===== config.mk =====
export PLATFORM = sky130hd
export DESIGN_NAME = scc_socket_cfg
export DESIGN_NICKNAME = d
export VERILOG_FILES = /design/src/include/scc_pkg.sv /design/src/hdl/scc_pin_sync.sv /design/src/hdl/scc_socket_cfg.sv
export SDC_FILE = /design/constraint.sdc
export NUM_CORES = 1
export LEC_CHECK = 0
export ABC_AREA = 1
export BUFFER_PORTS_ARGS = -buffer_cell sky130_fd_sc_hd__buf_4
export CAP_MARGIN = 40
export CORE_ASPECT_RATIO = 1.25
export CORE_MARGIN = 4
export CORE_UTILIZATION = 44
export CTS_CLUSTER_DIAMETER = 100
export DETAILED_ROUTE_END_ITERATION = 7
export MAX_ROUTING_LAYER = met4
export PLACE_DENSITY = 0.79
export RECOVER_POWER = 25
export SYNTH_ARGS = -nofsm -noshare
export SYNTH_HDL_FRONTEND = slang
export SYNTH_SLANG_ARGS = --single-unit

===== constraint.sdc =====
create_clock -name clk_i -period 1.3 [get_ports clk_i]
set_input_delay 0.26 -clock clk_i [delete_from_list [all_inputs] [get_ports clk_i]]
set_output_delay 0.26 -clock clk_i [all_outputs]
set_load 0.03 [all_outputs]

===== src/include/scc_pkg.sv =====
package scc_pkg;

    // ---------------------------------------------------------------
    // register map
    // ---------------------------------------------------------------
    localparam int          SCC_ADDR_W        = 8;
    localparam int          SCC_DATA_W        = 32;
    localparam int          SCC_BE_W          = 4;
    localparam int          SCC_WORD_LSB      = 2;
    localparam logic [7:0]  SCC_CFG_OFS       = 8'h58;
    localparam logic [31:0] SCC_CFG_RST       = 32'h0011_0001;
    // writable bits; everything else reads as zero
    localparam logic [31:0] SCC_CFG_RW_MASK   = 32'hf111_1011;
    localparam logic [31:0] SCC_CFG_RO_MASK   = 32'h0eee_efee;
    localparam logic [31:0] SCC_ZERO          = 32'h0000_0000;

    // ---------------------------------------------------------------
    // field positions
    // ---------------------------------------------------------------
    localparam int          SCC_SPARE_LSB     = 28;
    localparam int          SCC_SPARE_MSB     = 31;
    localparam int          SCC_CLASS_B_BIT   = 24;
    localparam int          SCC_CLASS_A_BIT   = 20;
    localparam int          SCC_PAY_IF_BIT    = 16;
    localparam int          SCC_AUX_EN_BIT    = 12;
    localparam int          SCC_WAKE_EN_BIT   = 4;
    localparam int          SCC_SOCK_EN_BIT   = 0;
    localparam int          SCC_BYTE_W        = 8;

    // ---------------------------------------------------------------
    // socket side
    // ---------------------------------------------------------------
    localparam int          SCC_AUX_PINS      = 2;

endpackage


===== src/hdl/scc_pin_sync.sv =====
// three-stage synchroniser for one pin; a change is taken only once
// the second and third stages agree, which also rejects one-cycle glitches
module scc_pin_sync (
    input  wire logic clk_i,
    input  wire logic nrst_i,
    input  wire logic ce_i,
    input  wire logic pin_i,
    output logic      level_o,
    output logic      rise_o
);

    logic s1_q;
    logic s2_q;
    logic s3_q;
    logic level_q;

    // ---------------------------------------------------------------
    // stage chain
    // ---------------------------------------------------------------
    // first stage is read only by the second
    always_ff @(posedge clk_i or negedge nrst_i) begin
        if (!nrst_i) begin
            s1_q <= 1'b0;
            s2_q <= 1'b0;
            s3_q <= 1'b0;
        end else if (ce_i) begin
            s1_q <= pin_i;
            s2_q <= s1_q;
            s3_q <= s2_q;
        end
    end

    // filtered level moves only on agreement
    always_ff @(posedge clk_i or negedge nrst_i) begin
        if (!nrst_i) begin
            level_q <= 1'b0;
        end else if (ce_i && (s2_q == s3_q)) begin
            level_q <= s3_q;
        end
    end

    assign level_o = level_q;
    assign rise_o  = (s2_q == s3_q) && s3_q && !level_q;

endmodule // scc_pin_sync


===== src/hdl/scc_socket_cfg.sv =====
// Overview of operation
// - The whole register loads its reset value only from the global reset, no other reset.
// - Read-only reserved groups 27:25, 23:21, 19:17, 15:13, 11:5, 3:1 read zero, writes ignored.
// - Bit 24 is writable, declares Class B card support for socket 0, resets to zero.
// - Bit 20 is writable, declares Class A card support for socket 0, resets to one.
// - The payment card interface of socket 0 is enabled only while bit 16 is one, reset one.
// - The auxiliary card pins of socket 0 are enabled only while bit 12 is one, reset zero.
// - With bit 4 set each card insertion outside functional reset raises a wake event; with it clear none is raised.
// - Socket 0 operates only while bit 0 is one, which resets to one.
module scc_socket_cfg #(
    parameter int AUX_W = scc_pkg::SCC_AUX_PINS
) (
    input  wire logic                          clk_i,
    input  wire logic                          nrst_i,
    input  wire logic                          ce_i,
    input  wire logic                          func_rst_n_i,
    input  wire logic                          cfg_rd_i,
    input  wire logic                          cfg_wr_i,
    input  wire logic [scc_pkg::SCC_ADDR_W-1:0] cfg_addr_i,
    input  wire logic [scc_pkg::SCC_BE_W-1:0]   cfg_be_i,
    input  wire logic [scc_pkg::SCC_DATA_W-1:0] cfg_wdata_i,
    output logic      [scc_pkg::SCC_DATA_W-1:0] cfg_rdata_o,
    output logic                               cfg_rvalid_o,
    output logic                               sock0_enable_o,
    output logic                               sock0_volt_class_a_support_o,
    output logic                               sock0_volt_class_b_support_o,
    output logic                               sock0_payment_if_enable_o,
    output logic                               sock0_insert_wake_enable_o,
    input  wire logic                          card_present_i,
    output logic                               pme_event_o,
    input  wire logic [AUX_W-1:0]              core_aux_out_i,
    input  wire logic [AUX_W-1:0]              core_aux_oe_i,
    output logic      [AUX_W-1:0]              core_aux_in_o,
    input  wire logic [AUX_W-1:0]              card_aux_pins_i,
    output logic      [AUX_W-1:0]              card_aux_pins_o,
    output logic      [AUX_W-1:0]              card_aux_pins_oe_o
);

    // ---------------------------------------------------------------
    // decode helpers
    // ---------------------------------------------------------------
    // dword hit; low two address bits are ignored, cfg_be_i picks lanes
    function automatic logic scc_hit(input logic [scc_pkg::SCC_ADDR_W-1:0] a);
        scc_hit = (a[scc_pkg::SCC_ADDR_W-1:scc_pkg::SCC_WORD_LSB] ==
                   scc_pkg::SCC_CFG_OFS[scc_pkg::SCC_ADDR_W-1:scc_pkg::SCC_WORD_LSB]);
    endfunction

    // byte-lane merge of write data into the old value
    function automatic logic [31:0] scc_merge(input logic [31:0] old_v,
                                              input logic [31:0] new_v,
                                              input logic [3:0]  be);
        logic [31:0] r;
        r = old_v;
        for (int b = 0; b < scc_pkg::SCC_BE_W; b++) begin
            if (be[b]) begin
                r[b*scc_pkg::SCC_BYTE_W +: scc_pkg::SCC_BYTE_W] =
                    new_v[b*scc_pkg::SCC_BYTE_W +: scc_pkg::SCC_BYTE_W];
            end
        end
        scc_merge = r;
    endfunction

    logic [31:0]      cfg_q;
    logic [31:0]      cfg_d;
    logic             wr_hit;
    logic             rd_hit;
    logic             ins_rise;
    logic [AUX_W-1:0] aux_level;
    logic             aux_live;
    logic             seen_q;

    assign wr_hit = cfg_wr_i && scc_hit(cfg_addr_i);
    assign rd_hit = cfg_rd_i && scc_hit(cfg_addr_i);

    // ---------------------------------------------------------------
    // configuration register
    // ---------------------------------------------------------------
    // reserved read-only bits are masked away, so they never store
    assign cfg_d = scc_merge(cfg_q, cfg_wdata_i, cfg_be_i) & scc_pkg::SCC_CFG_RW_MASK;

    // only the global reset reaches this flop; the functional reset
    // deliberately does not, so a socket reset keeps software's setup
    always_ff @(posedge clk_i or negedge nrst_i) begin
        if (!nrst_i) begin
            cfg_q <= scc_pkg::SCC_CFG_RST;
        end else if (ce_i && wr_hit) begin
            cfg_q <= cfg_d;
        end
    end

    // read data is registered; unmapped dwords read zero
    always_ff @(posedge clk_i or negedge nrst_i) begin
        if (!nrst_i) begin
            cfg_rdata_o  <= scc_pkg::SCC_ZERO;
            cfg_rvalid_o <= 1'b0;
        end else if (ce_i) begin
            cfg_rvalid_o <= cfg_rd_i;
            if (cfg_rd_i) begin
                cfg_rdata_o <= rd_hit ? (cfg_q & scc_pkg::SCC_CFG_RW_MASK)
                                      : scc_pkg::SCC_ZERO;
            end
        end
    end

    // ---------------------------------------------------------------
    // configuration outputs
    // ---------------------------------------------------------------
    assign sock0_enable_o               = cfg_q[scc_pkg::SCC_SOCK_EN_BIT];
    assign sock0_volt_class_a_support_o = cfg_q[scc_pkg::SCC_CLASS_A_BIT];
    assign sock0_volt_class_b_support_o = cfg_q[scc_pkg::SCC_CLASS_B_BIT];
    assign sock0_payment_if_enable_o    = cfg_q[scc_pkg::SCC_PAY_IF_BIT];
    assign sock0_insert_wake_enable_o   = cfg_q[scc_pkg::SCC_WAKE_EN_BIT];
    // aux pins need both the pin enable and the socket enable
    assign aux_live = cfg_q[scc_pkg::SCC_AUX_EN_BIT] &&
                      cfg_q[scc_pkg::SCC_SOCK_EN_BIT];

    // ---------------------------------------------------------------
    // card insertion wake event
    // ---------------------------------------------------------------
    scc_pin_sync u_ins_sync (
        .clk_i   (clk_i),
        .nrst_i  (nrst_i),
        .ce_i    (ce_i),
        .pin_i   (card_present_i),
        .level_o (),
        .rise_o  (ins_rise)
    );

    // one-cycle pulse per filtered insertion edge
    always_ff @(posedge clk_i or negedge nrst_i) begin
        if (!nrst_i) begin
            pme_event_o <= 1'b0;
        end else if (ce_i) begin
            if (!func_rst_n_i) begin
                pme_event_o <= 1'b0;
            end else begin
                pme_event_o <= ins_rise && cfg_q[scc_pkg::SCC_WAKE_EN_BIT];
            end
        end
    end

    // ---------------------------------------------------------------
    // auxiliary card pins
    // ---------------------------------------------------------------
    genvar gi;
    generate
        for (gi = 0; gi < AUX_W; gi++) begin : g_aux_sync
            scc_pin_sync u_aux_sync (
                .clk_i   (clk_i),
                .nrst_i  (nrst_i),
                .ce_i    (ce_i),
                .pin_i   (card_aux_pins_i[gi]),
                .level_o (aux_level[gi]),
                .rise_o  ()
            );
        end
    endgenerate

    // pins released and inputs forced low whenever the pins are off;
    // costs one cycle of latency but keeps pin outputs glitch free
    always_ff @(posedge clk_i or negedge nrst_i) begin
        if (!nrst_i) begin
            card_aux_pins_o    <= '0;
            card_aux_pins_oe_o <= '0;
            core_aux_in_o      <= '0;
        end else if (ce_i) begin
            if (!func_rst_n_i || !aux_live) begin
                card_aux_pins_o    <= '0;
                card_aux_pins_oe_o <= '0;
                core_aux_in_o      <= '0;
            end else begin
                card_aux_pins_o    <= core_aux_out_i;
                card_aux_pins_oe_o <= core_aux_oe_i;
                core_aux_in_o      <= aux_level;
            end
        end
    end

    // ---------------------------------------------------------------
    // checks
    // ---------------------------------------------------------------
    // marks that the first enabled edge after reset has passed
    always_ff @(posedge clk_i or negedge nrst_i) begin
        if (!nrst_i) begin
            seen_q <= 1'b0;
        end else if (ce_i) begin
            seen_q <= 1'b1;
        end
    end

    a_reset_value: assert property (
        @(posedge clk_i) disable iff (!nrst_i)
        !seen_q |-> (cfg_q == scc_pkg::SCC_CFG_RST))
        else $error("config register not at reset value after reset");

    a_hold_no_write: assert property (
        @(posedge clk_i) disable iff (!nrst_i)
        !(ce_i && wr_hit) |=> $stable(cfg_q))
        else $error("config register changed without a write");

    a_reserved_zero: assert property (
        @(posedge clk_i) disable iff (!nrst_i)
        cfg_rvalid_o |-> ((cfg_rdata_o & scc_pkg::SCC_CFG_RO_MASK) == scc_pkg::SCC_ZERO))
        else $error("reserved read-only bits read non-zero");

    a_class_b_write: assert property (
        @(posedge clk_i) disable iff (!nrst_i)
        (ce_i && wr_hit && cfg_be_i[3])
        |=> (sock0_volt_class_b_support_o == $past(cfg_wdata_i[scc_pkg::SCC_CLASS_B_BIT])))
        else $error("class b bit did not take written value");

    a_class_a_write: assert property (
        @(posedge clk_i) disable iff (!nrst_i)
        (ce_i && wr_hit && cfg_be_i[2])
        |=> (sock0_volt_class_a_support_o == $past(cfg_wdata_i[scc_pkg::SCC_CLASS_A_BIT])))
        else $error("class a bit did not take written value");

    a_pay_if_read: assert property (
        @(posedge clk_i) disable iff (!nrst_i)
        (ce_i && rd_hit && !cfg_wr_i)
        |=> (cfg_rdata_o[scc_pkg::SCC_PAY_IF_BIT] == sock0_payment_if_enable_o))
        else $error("payment interface enable differs from readback");

    // judged one edge after an enabled edge that sees the enable clear, so a frozen
    // clock enable between the write and the check cannot trip it
    a_aux_needs_en: assert property (
        @(posedge clk_i) disable iff (!nrst_i)
        (ce_i && !cfg_q[scc_pkg::SCC_AUX_EN_BIT])
        |=> (card_aux_pins_oe_o == '0) && (card_aux_pins_o == '0) && (core_aux_in_o == '0))
        else $error("aux pins driven while aux enable is clear");

    a_wake_event: assert property (
        @(posedge clk_i) disable iff (!nrst_i)
        (ce_i && func_rst_n_i && ins_rise)
        |=> (pme_event_o == $past(cfg_q[scc_pkg::SCC_WAKE_EN_BIT])))
        else $error("wake event does not follow insertion and enable");

    a_sock_gates_aux: assert property (
        @(posedge clk_i) disable iff (!nrst_i)
        (ce_i && !sock0_enable_o) |=> (card_aux_pins_oe_o == '0) && (core_aux_in_o == '0))
        else $error("aux pins active while socket disabled");

    // write, one cycle with no write taken, then a read of the register
    a_spare_store: assert property (
        @(posedge clk_i) disable iff (!nrst_i)
        (ce_i && wr_hit && cfg_be_i[3]) ##1 !(ce_i && wr_hit) ##1 (ce_i && rd_hit)
        |=> (cfg_rdata_o[scc_pkg::SCC_SPARE_MSB:scc_pkg::SCC_SPARE_LSB] ==
             $past(cfg_wdata_i[scc_pkg::SCC_SPARE_MSB:scc_pkg::SCC_SPARE_LSB], 3)))
        else $error("spare bits did not read back written value");

endmodule // scc_socket_cfg


==> flow_summary_export.csv, run 1 <==
group,metric,value,unit
layout,drive_above_1_share,0.284,
power,p_leak,1.28,nW
clock_network,htreeDepth,2,
synth,yosysWarningCount,0,
timing,final.min_clock_period,1.25,ns
synth,synth_mux_area_frac,0,
routing,dr.pass1.iters,4,
place,gp_congestion,0.741,
timing,grt_setup_unrepaired,"false",
critical_path,arrival,0.99,ns
routing,vias,1466,
synth,synthTopCellsByCount,"nand2_1 (86), dfrtp_1 (37), buf_4 (23)",
critical_path,crit_required,1.04,ns
critical_path,crit_family,"flip-flops",
floorplan,die_x,65.7,µm
critical_path,cp_slowest_stage_delay,0.57,ns
synth,synth_most_common_cell,"nand2_1",
routing,ant_nets,0,
floorplan,fp.dieH,80.1,µm
critical_path,crit_slowest_cell,"dfstp_2",
synth,synth.distinct_cells,20,
floorplan,design.die.area,5270,µm²
place,io_buffers,55,
clock_network,cts_made_buffers,5,
timing,fmax,797,MHz
floorplan,rows,25,
clock_network,cts.sinks,40,
run_status,status,"finished clean",
timing,final_max_slew_viol_count,0,
synth,synth_ff_type,"dfrtp_1",
synth,synth_top_cell_by_area,"dfrtp_1",
critical_path,critPathKind,"flop to output pin",
timing,fin_skew,0.00588,ns
layout,fill_cells,381,
synth,synth-edff-count,0,
clock_network,cts_tree,"built",
grt,grt_pass1_vias,1448,
synth,synthSimpleGateAreaFrac,0.267,
timing,finalSetupViolations,0,
synth,syn_avg_cell_area,8.89,µm²
grt,grt_use_total,0.156,
layout,syn_to_final_growth,26.3,%
power,cellPowerDensity,1160,nW/µm²
synth,yosys-top-cells-area,"dfrtp_1 (51%), nand2_1 (18%), buf_4 (9.4%)",
routing,wl,3700,µm
layout,final_core_util,0.592,
layout,regArea,1000,µm²
synth,synth-seq-cells,40,
synth,synthAdderAreaFrac,0.00683,
synth,synth_top_area_frac,0.505,
routing,route.detailed.drc,0,
timing,hold_viol,0,
layout,insertedDiodeCount,0,
floorplan,floorplan.initialDensity,0.468,
critical_path,end_kind,"output pin",
timing,setup_tns,0,ns
timing,fin_crit_sh,0.965,
floorplan,ios,102,
grt,antenna_found_initial,0,
clock_network,clkTransAtPathRegs,0.07,ns
grt,grt_max_degree,41,
min_path,hold_path.class,"input pin to flop",
synth,synth_top_family_by_area,"simple AND/OR/NAND/NOR gates",
synth,synthXorXnorAreaFrac,0,
synth,syn_inst,206,
routing,wire_per_inst,11.5,µm
grt,grt-ovfl-total,0,
power,total_power,0.00268,W
power,ir_worst_vdd,0.609,mV
floorplan,core,3910,µm²
grt,grt_pass1_wl,6150,µm
clock_network,clk_path_buf_depth,2,
critical_path,cp_max_fo,4,
critical_path,cp-start-kind,"flop",
routing,drt-initial-drc-count,78,
clock_network,root_buffer,"clkbuf_8",
routing,viasPerCell,4.55,
layout,multi_input_area,643,µm²
layout,nNetsFinal,325,
clock_network,clkLatencyLatePin,0.29,ns
synth,synth_compound_area_frac,0.0519,
synth,ys_seq_area_frac,0.548,
synth,syn-cell-area,1830,µm²
synth,async_reset_ff_frac,1.00,
critical_path,critPathBufInv,1,
place,dp_hpwl,2850,µm
job,maxCapViolCount,0,
critical_path,path_cells,"buf_6",
[routing by layer]
layer | up-vias | global-route usage | wire (µm)
li1 | 731 | - | -
met1 | 666 | 0.164 | 1450
met2 | 62 | 0.274 | 1910
met3 | 7 | 0.0462 | 277
met4 | 0 | 0.0560 | 70
met5 | - | - | 0
[final timing paths]
check,startpoint,endpoint,slack (ns),cells after the start
worst max-delay path,cfg_q[0]$_DFFE_PN1P_,sock0_enable_o,0.05,1
worst min-delay path,card_aux_pins_i[1],g_aux_sync[1].u_aux_sync.s1_q$_DFFE_PN0P_,0.17,3
worst max register to register,cfg_q[0]$_DFFE_PN1P_,card_aux_pins_o[0]$_DFFE_PN0P_,0.23,2
worst min register to register,cfg_q[28]$_DFFE_PN0P_,cfg_rdata_o[28]$_DFFE_PN0P_,0.47,2
max in group asynchronous,nrst_i,cfg_q[16]$_DFFE_PN1P_,0.47,2
min in group asynchronous,nrst_i,cfg_rvalid_o$_DFFE_PN0P_,0.48,2
[state kept, by name (all words and copies together), names as in the netlist]
name,flops
card_aux_pins_o,2
card_aux_pins_oe_o,2
cfg_q,10
cfg_rdata_o,10
cfg_rvalid_o,1
core_aux_in_o,2
g_aux_sync.u_aux_sync.level_o,2
g_aux_sync.u_aux_sync.s1_q,2
g_aux_sync.u_aux_sync.s2_q,2
g_aux_sync.u_aux_sync.s3_q,2
pme_event_o,1
u_ins_sync.level_o,1
u_ins_sync.s1_q,1
u_ins_sync.s2_q,1
u_ins_sync.s3_q,1
[report_power, final]
group	internal [W]	total (W)	switching, W
sequential	0.00132	0.00136	0.0000421
clock	0.000569	0.000962	0.000393
combinational	0.000125	0.000359	0.000233
total	0.00201	0.00268	0.000669
[per-stage QoR]
step | setup slack, ns | instance area (µm²) | hold WS, ns | cells
3_3_place_gp | 0.180 | 2230 | 0.257 | 313
3_5_place_dp | 0.157 | 2230 | 0.258 | 313
5_1_grt | 0.00598 | 2310 | 0.194 | 322
4_1_cts | 0.00739 | 2350 | 0.166 | 322
6_report | 0.0452 | 2310 | 0.174 | 322
2_1_floorplan | 0.295 | 1910 | -0.0356 | 227
[repair_timing]
| action | 4_1_cts | 5_1_grt |
|---|---|---|
| hold buffers | 1 | 0 |
| gates resized for setup | 0 | 1 |
| buffers inserted | 0 | 0 |
| hold endpoints to repair | 37 | 0 |
| endpoints found under the setup margin | 0 | 1 |
[kinds of logic (layout without fill, tap and decap cells)]
group,after synthesis,count (layout)
flip-flops,40,40
AND/OR/NAND/NOR,110,110
other,1,22
adder cells (fa/ha/maj),1,1
buffers and inverters,36,77
AO/OA/AOI/OAI,18,18
[layout make-up]
cell class                      count  share of cell area
Clock buffer                        6              0.0314
Clock inverter                      2              0.0151
Inverter                            9              0.0146
Multi-Input combinational cell    151               0.278
Sequential cell                    40               0.434
Tap cell                           54              0.0292
Timing Repair Buffer               60               0.197
[cell usage in the layout (no fill, tap or decap)]
cell type / Yosys / layout
dlygate4sd3_1: 0 / 1
nand4_1: 5 / 5
buf_4: 23 / 57
dfrtp_1: 37 / 37
conb_1: 1 / 22
buf_6: 0 / 1
inv_1: 7 / 7
nor2_2: 1 / 4
nor2_1: 2 / 2
nand2_2: 1 / 1
clkinv_2: 0 / 1
nand3_1: 11 / 12
inv_2: 2 / 2
dfstp_2: 3 / 3
o21ai_1: 1 / 1
o21ai_0: 15 / 15
nand2_1: 86 / 86
ha_1: 1 / 1
bufinv_16: 0 / 1
clkbuf_8: 0 / 5
clkbuf_1: 0 / 1
o211ai_1: 2 / 2
clkbuf_4: 0 / 1
Power figures use the tool's default switching activity.
==> run 2: changes to the inputs <==
==> constraint.sdc (replaced) <==
create_clock -name clk_i -period 1.3 [get_ports clk_i]
set_input_delay 0.26 -clock clk_i [delete_from_list [all_inputs] [get_ports clk_i]]
set_output_delay 0.26 -clock clk_i [all_outputs]
set_load 0.005 [all_outputs]
==> run 2 against run 1 <==
Clock skew about the same. Critical path type unchanged. Largest cell class unchanged. Via count up 0.14%. Sequential share of layout area up 0.071 points. Setup slack better by 0.026 ns. Critical endpoint unchanged. Design area down 0.16%. Die area unchanged.
==> flow_summary_export.csv, run 2 (synthesis results as in run 1) <==
group,metric,value,unit
run_status,status,"finished clean",
grt,grt_pass1_wl,6150,µm
floorplan,die_x,65.7,µm
grt,grt_pass1_vias,1448,
layout,layout_common_cells,"nand2_1 (86), buf_4 (58), dfrtp_1 (37)",
floorplan,floorplan.initialDensity,0.468,
clock_network,clkLatencyLatePin,0.29,ns
place,io_buffers,55,
grt,grt_max_degree,41,
routing,viasPerCell,4.56,
routing,vias,1468,
clock_network,ctsHoldBuffers,1,
grt,grt-ovfl-total,0,
timing,finalSetupViolations,0,
critical_path,rr_endpoint,"card_aux_pins_o[0]$_DFFE_PN0P_",
layout,reg.largest.list,"cfg_q (10), cfg_rdata_o (10)",
critical_path,critPathBufInv,1,
timing,final.min_clock_period,1.23,ns
timing,grt_setup_unrepaired,"false",
routing,wl,3700,µm
timing,fin_skew,0.00618,ns
power,cellPowerDensity,1120,nW/µm²
floorplan,ios,102,
layout,final_common_cell,"nand2_1",
routing,drt-initial-drc-count,77,
critical_path,critPathKind,"flop to output pin",
layout,nNetsFinal,325,
timing,final_max_slew_viol_count,0,
grt,grt_use_total,0.156,
routing,wire_per_inst,11.5,µm
layout,final_core_util,0.591,
power,ir_worst_vdd,0.606,mV
critical_path,crit_required,1.04,ns
timing,fin_crit_sh,0.945,
critical_path,reg2regPathDepth,2,
min_path,hold_path.class,"input pin to flop",
routing,route.detailed.drc,0,
critical_path,path_cells,"buf_4",
critical_path,cp_max_fo,4,
clock_network,root_buffer,"clkbuf_8",
critical_path,cp.depth,1,
job,maxCapViolCount,0,
timing,fmax,814,MHz
layout,finalInstanceArea,2310,µm²
critical_path,end_kind,"output pin",
critical_path,startpoint,"cfg_q[0]$_DFFE_PN1P_",
floorplan,fp.dieH,80.1,µm
power,p_leak,1.28,nW
critical_path,cp_slowest_stage_delay,0.56,ns
clock_network,htreeDepth,2,
layout,fill_cells,382,
routing,ant_nets,0,
critical_path,arrival,0.97,ns
floorplan,rows,25,
clock_network,cts.sinks,40,
critical_path,cp-start-kind,"flop",
place,dpl-instance-area,2230,µm²
critical_path,crit_family,"flip-flops",
timing,hold_viol,0,
clock_network,cts-resized-gates,0,
timing,finalWorstSetupSlack,0.0715,ns
floorplan,core,3910,µm²
critical_path,crit_slowest_cell,"dfstp_2",
clock_network,cts_tree,"built",
place,gp_congestion,0.741,
place,dp_hpwl,2850,µm
critical_path,cp-endpoint,"sock0_enable_o",
layout,syn_to_final_growth,26.1,%
floorplan,design.die.area,5270,µm²
critical_path,worstReg2RegStart,"cfg_q[0]$_DFFE_PN1P_",
layout,drive_above_1_share,0.284,
grt,antenna_found_initial,0,
routing,dr.pass1.iters,4,
clock_network,clk_path_buf_depth,2,
clock_network,cts_made_buffers,5,
clock_network,post_cts_buffers,0,
clock_network,clkTransAtPathRegs,0.07,ns
critical_path,rrSetupSlack,0.24,ns
layout,insertedDiodeCount,0,
place,preCtsSetupSlack,0.157,ns
timing,setup_tns,0,ns
run 2: cell counts in the layout (fill, tap and decap cells not counted):
No cell type changed its count.
run 2: how the worst min path moves through the flow:
stage	startpoint	end	slack, ns	depth (start not counted)
5_1_grt	cfg_wdata_i[16]	cfg_q[16]$_DFFE_PN1P_	0.19	3
2_1_floorplan	nrst_i	card_aux_pins_o[0]$_DFFE_PN0P_	-0.04	0
3_3_place_gp	nrst_i	card_aux_pins_o[1]$_DFFE_PN0P_	0.26	1
6_report	card_aux_pins_i[1]	g_aux_sync[1].u_aux_sync.s1_q$_DFFE_PN0P_	0.17	3
3_5_place_dp	nrst_i	card_aux_pins_o[1]$_DFFE_PN0P_	0.26	1
4_1_cts	card_aux_pins_i[1]	g_aux_sync[1].u_aux_sync.s1_q$_DFFE_PN0P_	0.17	3
run 2: layout make-up:
class | count | area [µm²] | share of cell area
Sequential cell | 40 | 1000 | 0.435
Multi-Input combinational cell | 151 | 643 | 0.278
Timing Repair Buffer | 60 | 453 | 0.196
Clock buffer | 6 | 72.6 | 0.0314
Tap cell | 54 | 67.6 | 0.0293
Clock inverter | 2 | 35.0 | 0.0152
Inverter | 9 | 33.8 | 0.0146
run 2: power by group:
group / total, W / internal (W) / switching [W]
Clock: 0.000963 / 0.000569 / 0.000394
Combinational: 0.000267 / 0.000123 / 0.000144
Sequential: 0.00136 / 0.00132 / 0.0000419
Total: 0.00259 / 0.00201 / 0.000579
run 2: through the flow:
| step | hold WS, ns | std cells | total power [W] |
|---|---|---|---|
| finish | 0.174 | 322 | 0.00259 |
| CTS | 0.166 | 322 | 0.00263 |
| detailed placement | 0.258 | 313 | 0.00166 |
| global route | 0.194 | 322 | 0.00274 |
| floorplan | -0.0356 | 227 | 0.00155 |
| global placement | 0.257 | 313 | 0.00164 |
run 2: per-layer routing:
metal / vias to the layer above / global-route usage / share of wire
met3: 7 / 0.0462 / 0.075
met4: 0 / 0.0560 / 0.019
met5: - / - / 0
met2: 64 / 0.274 / 0.52
li1: 731 / - / -
met1: 666 / 0.164 / 0.39
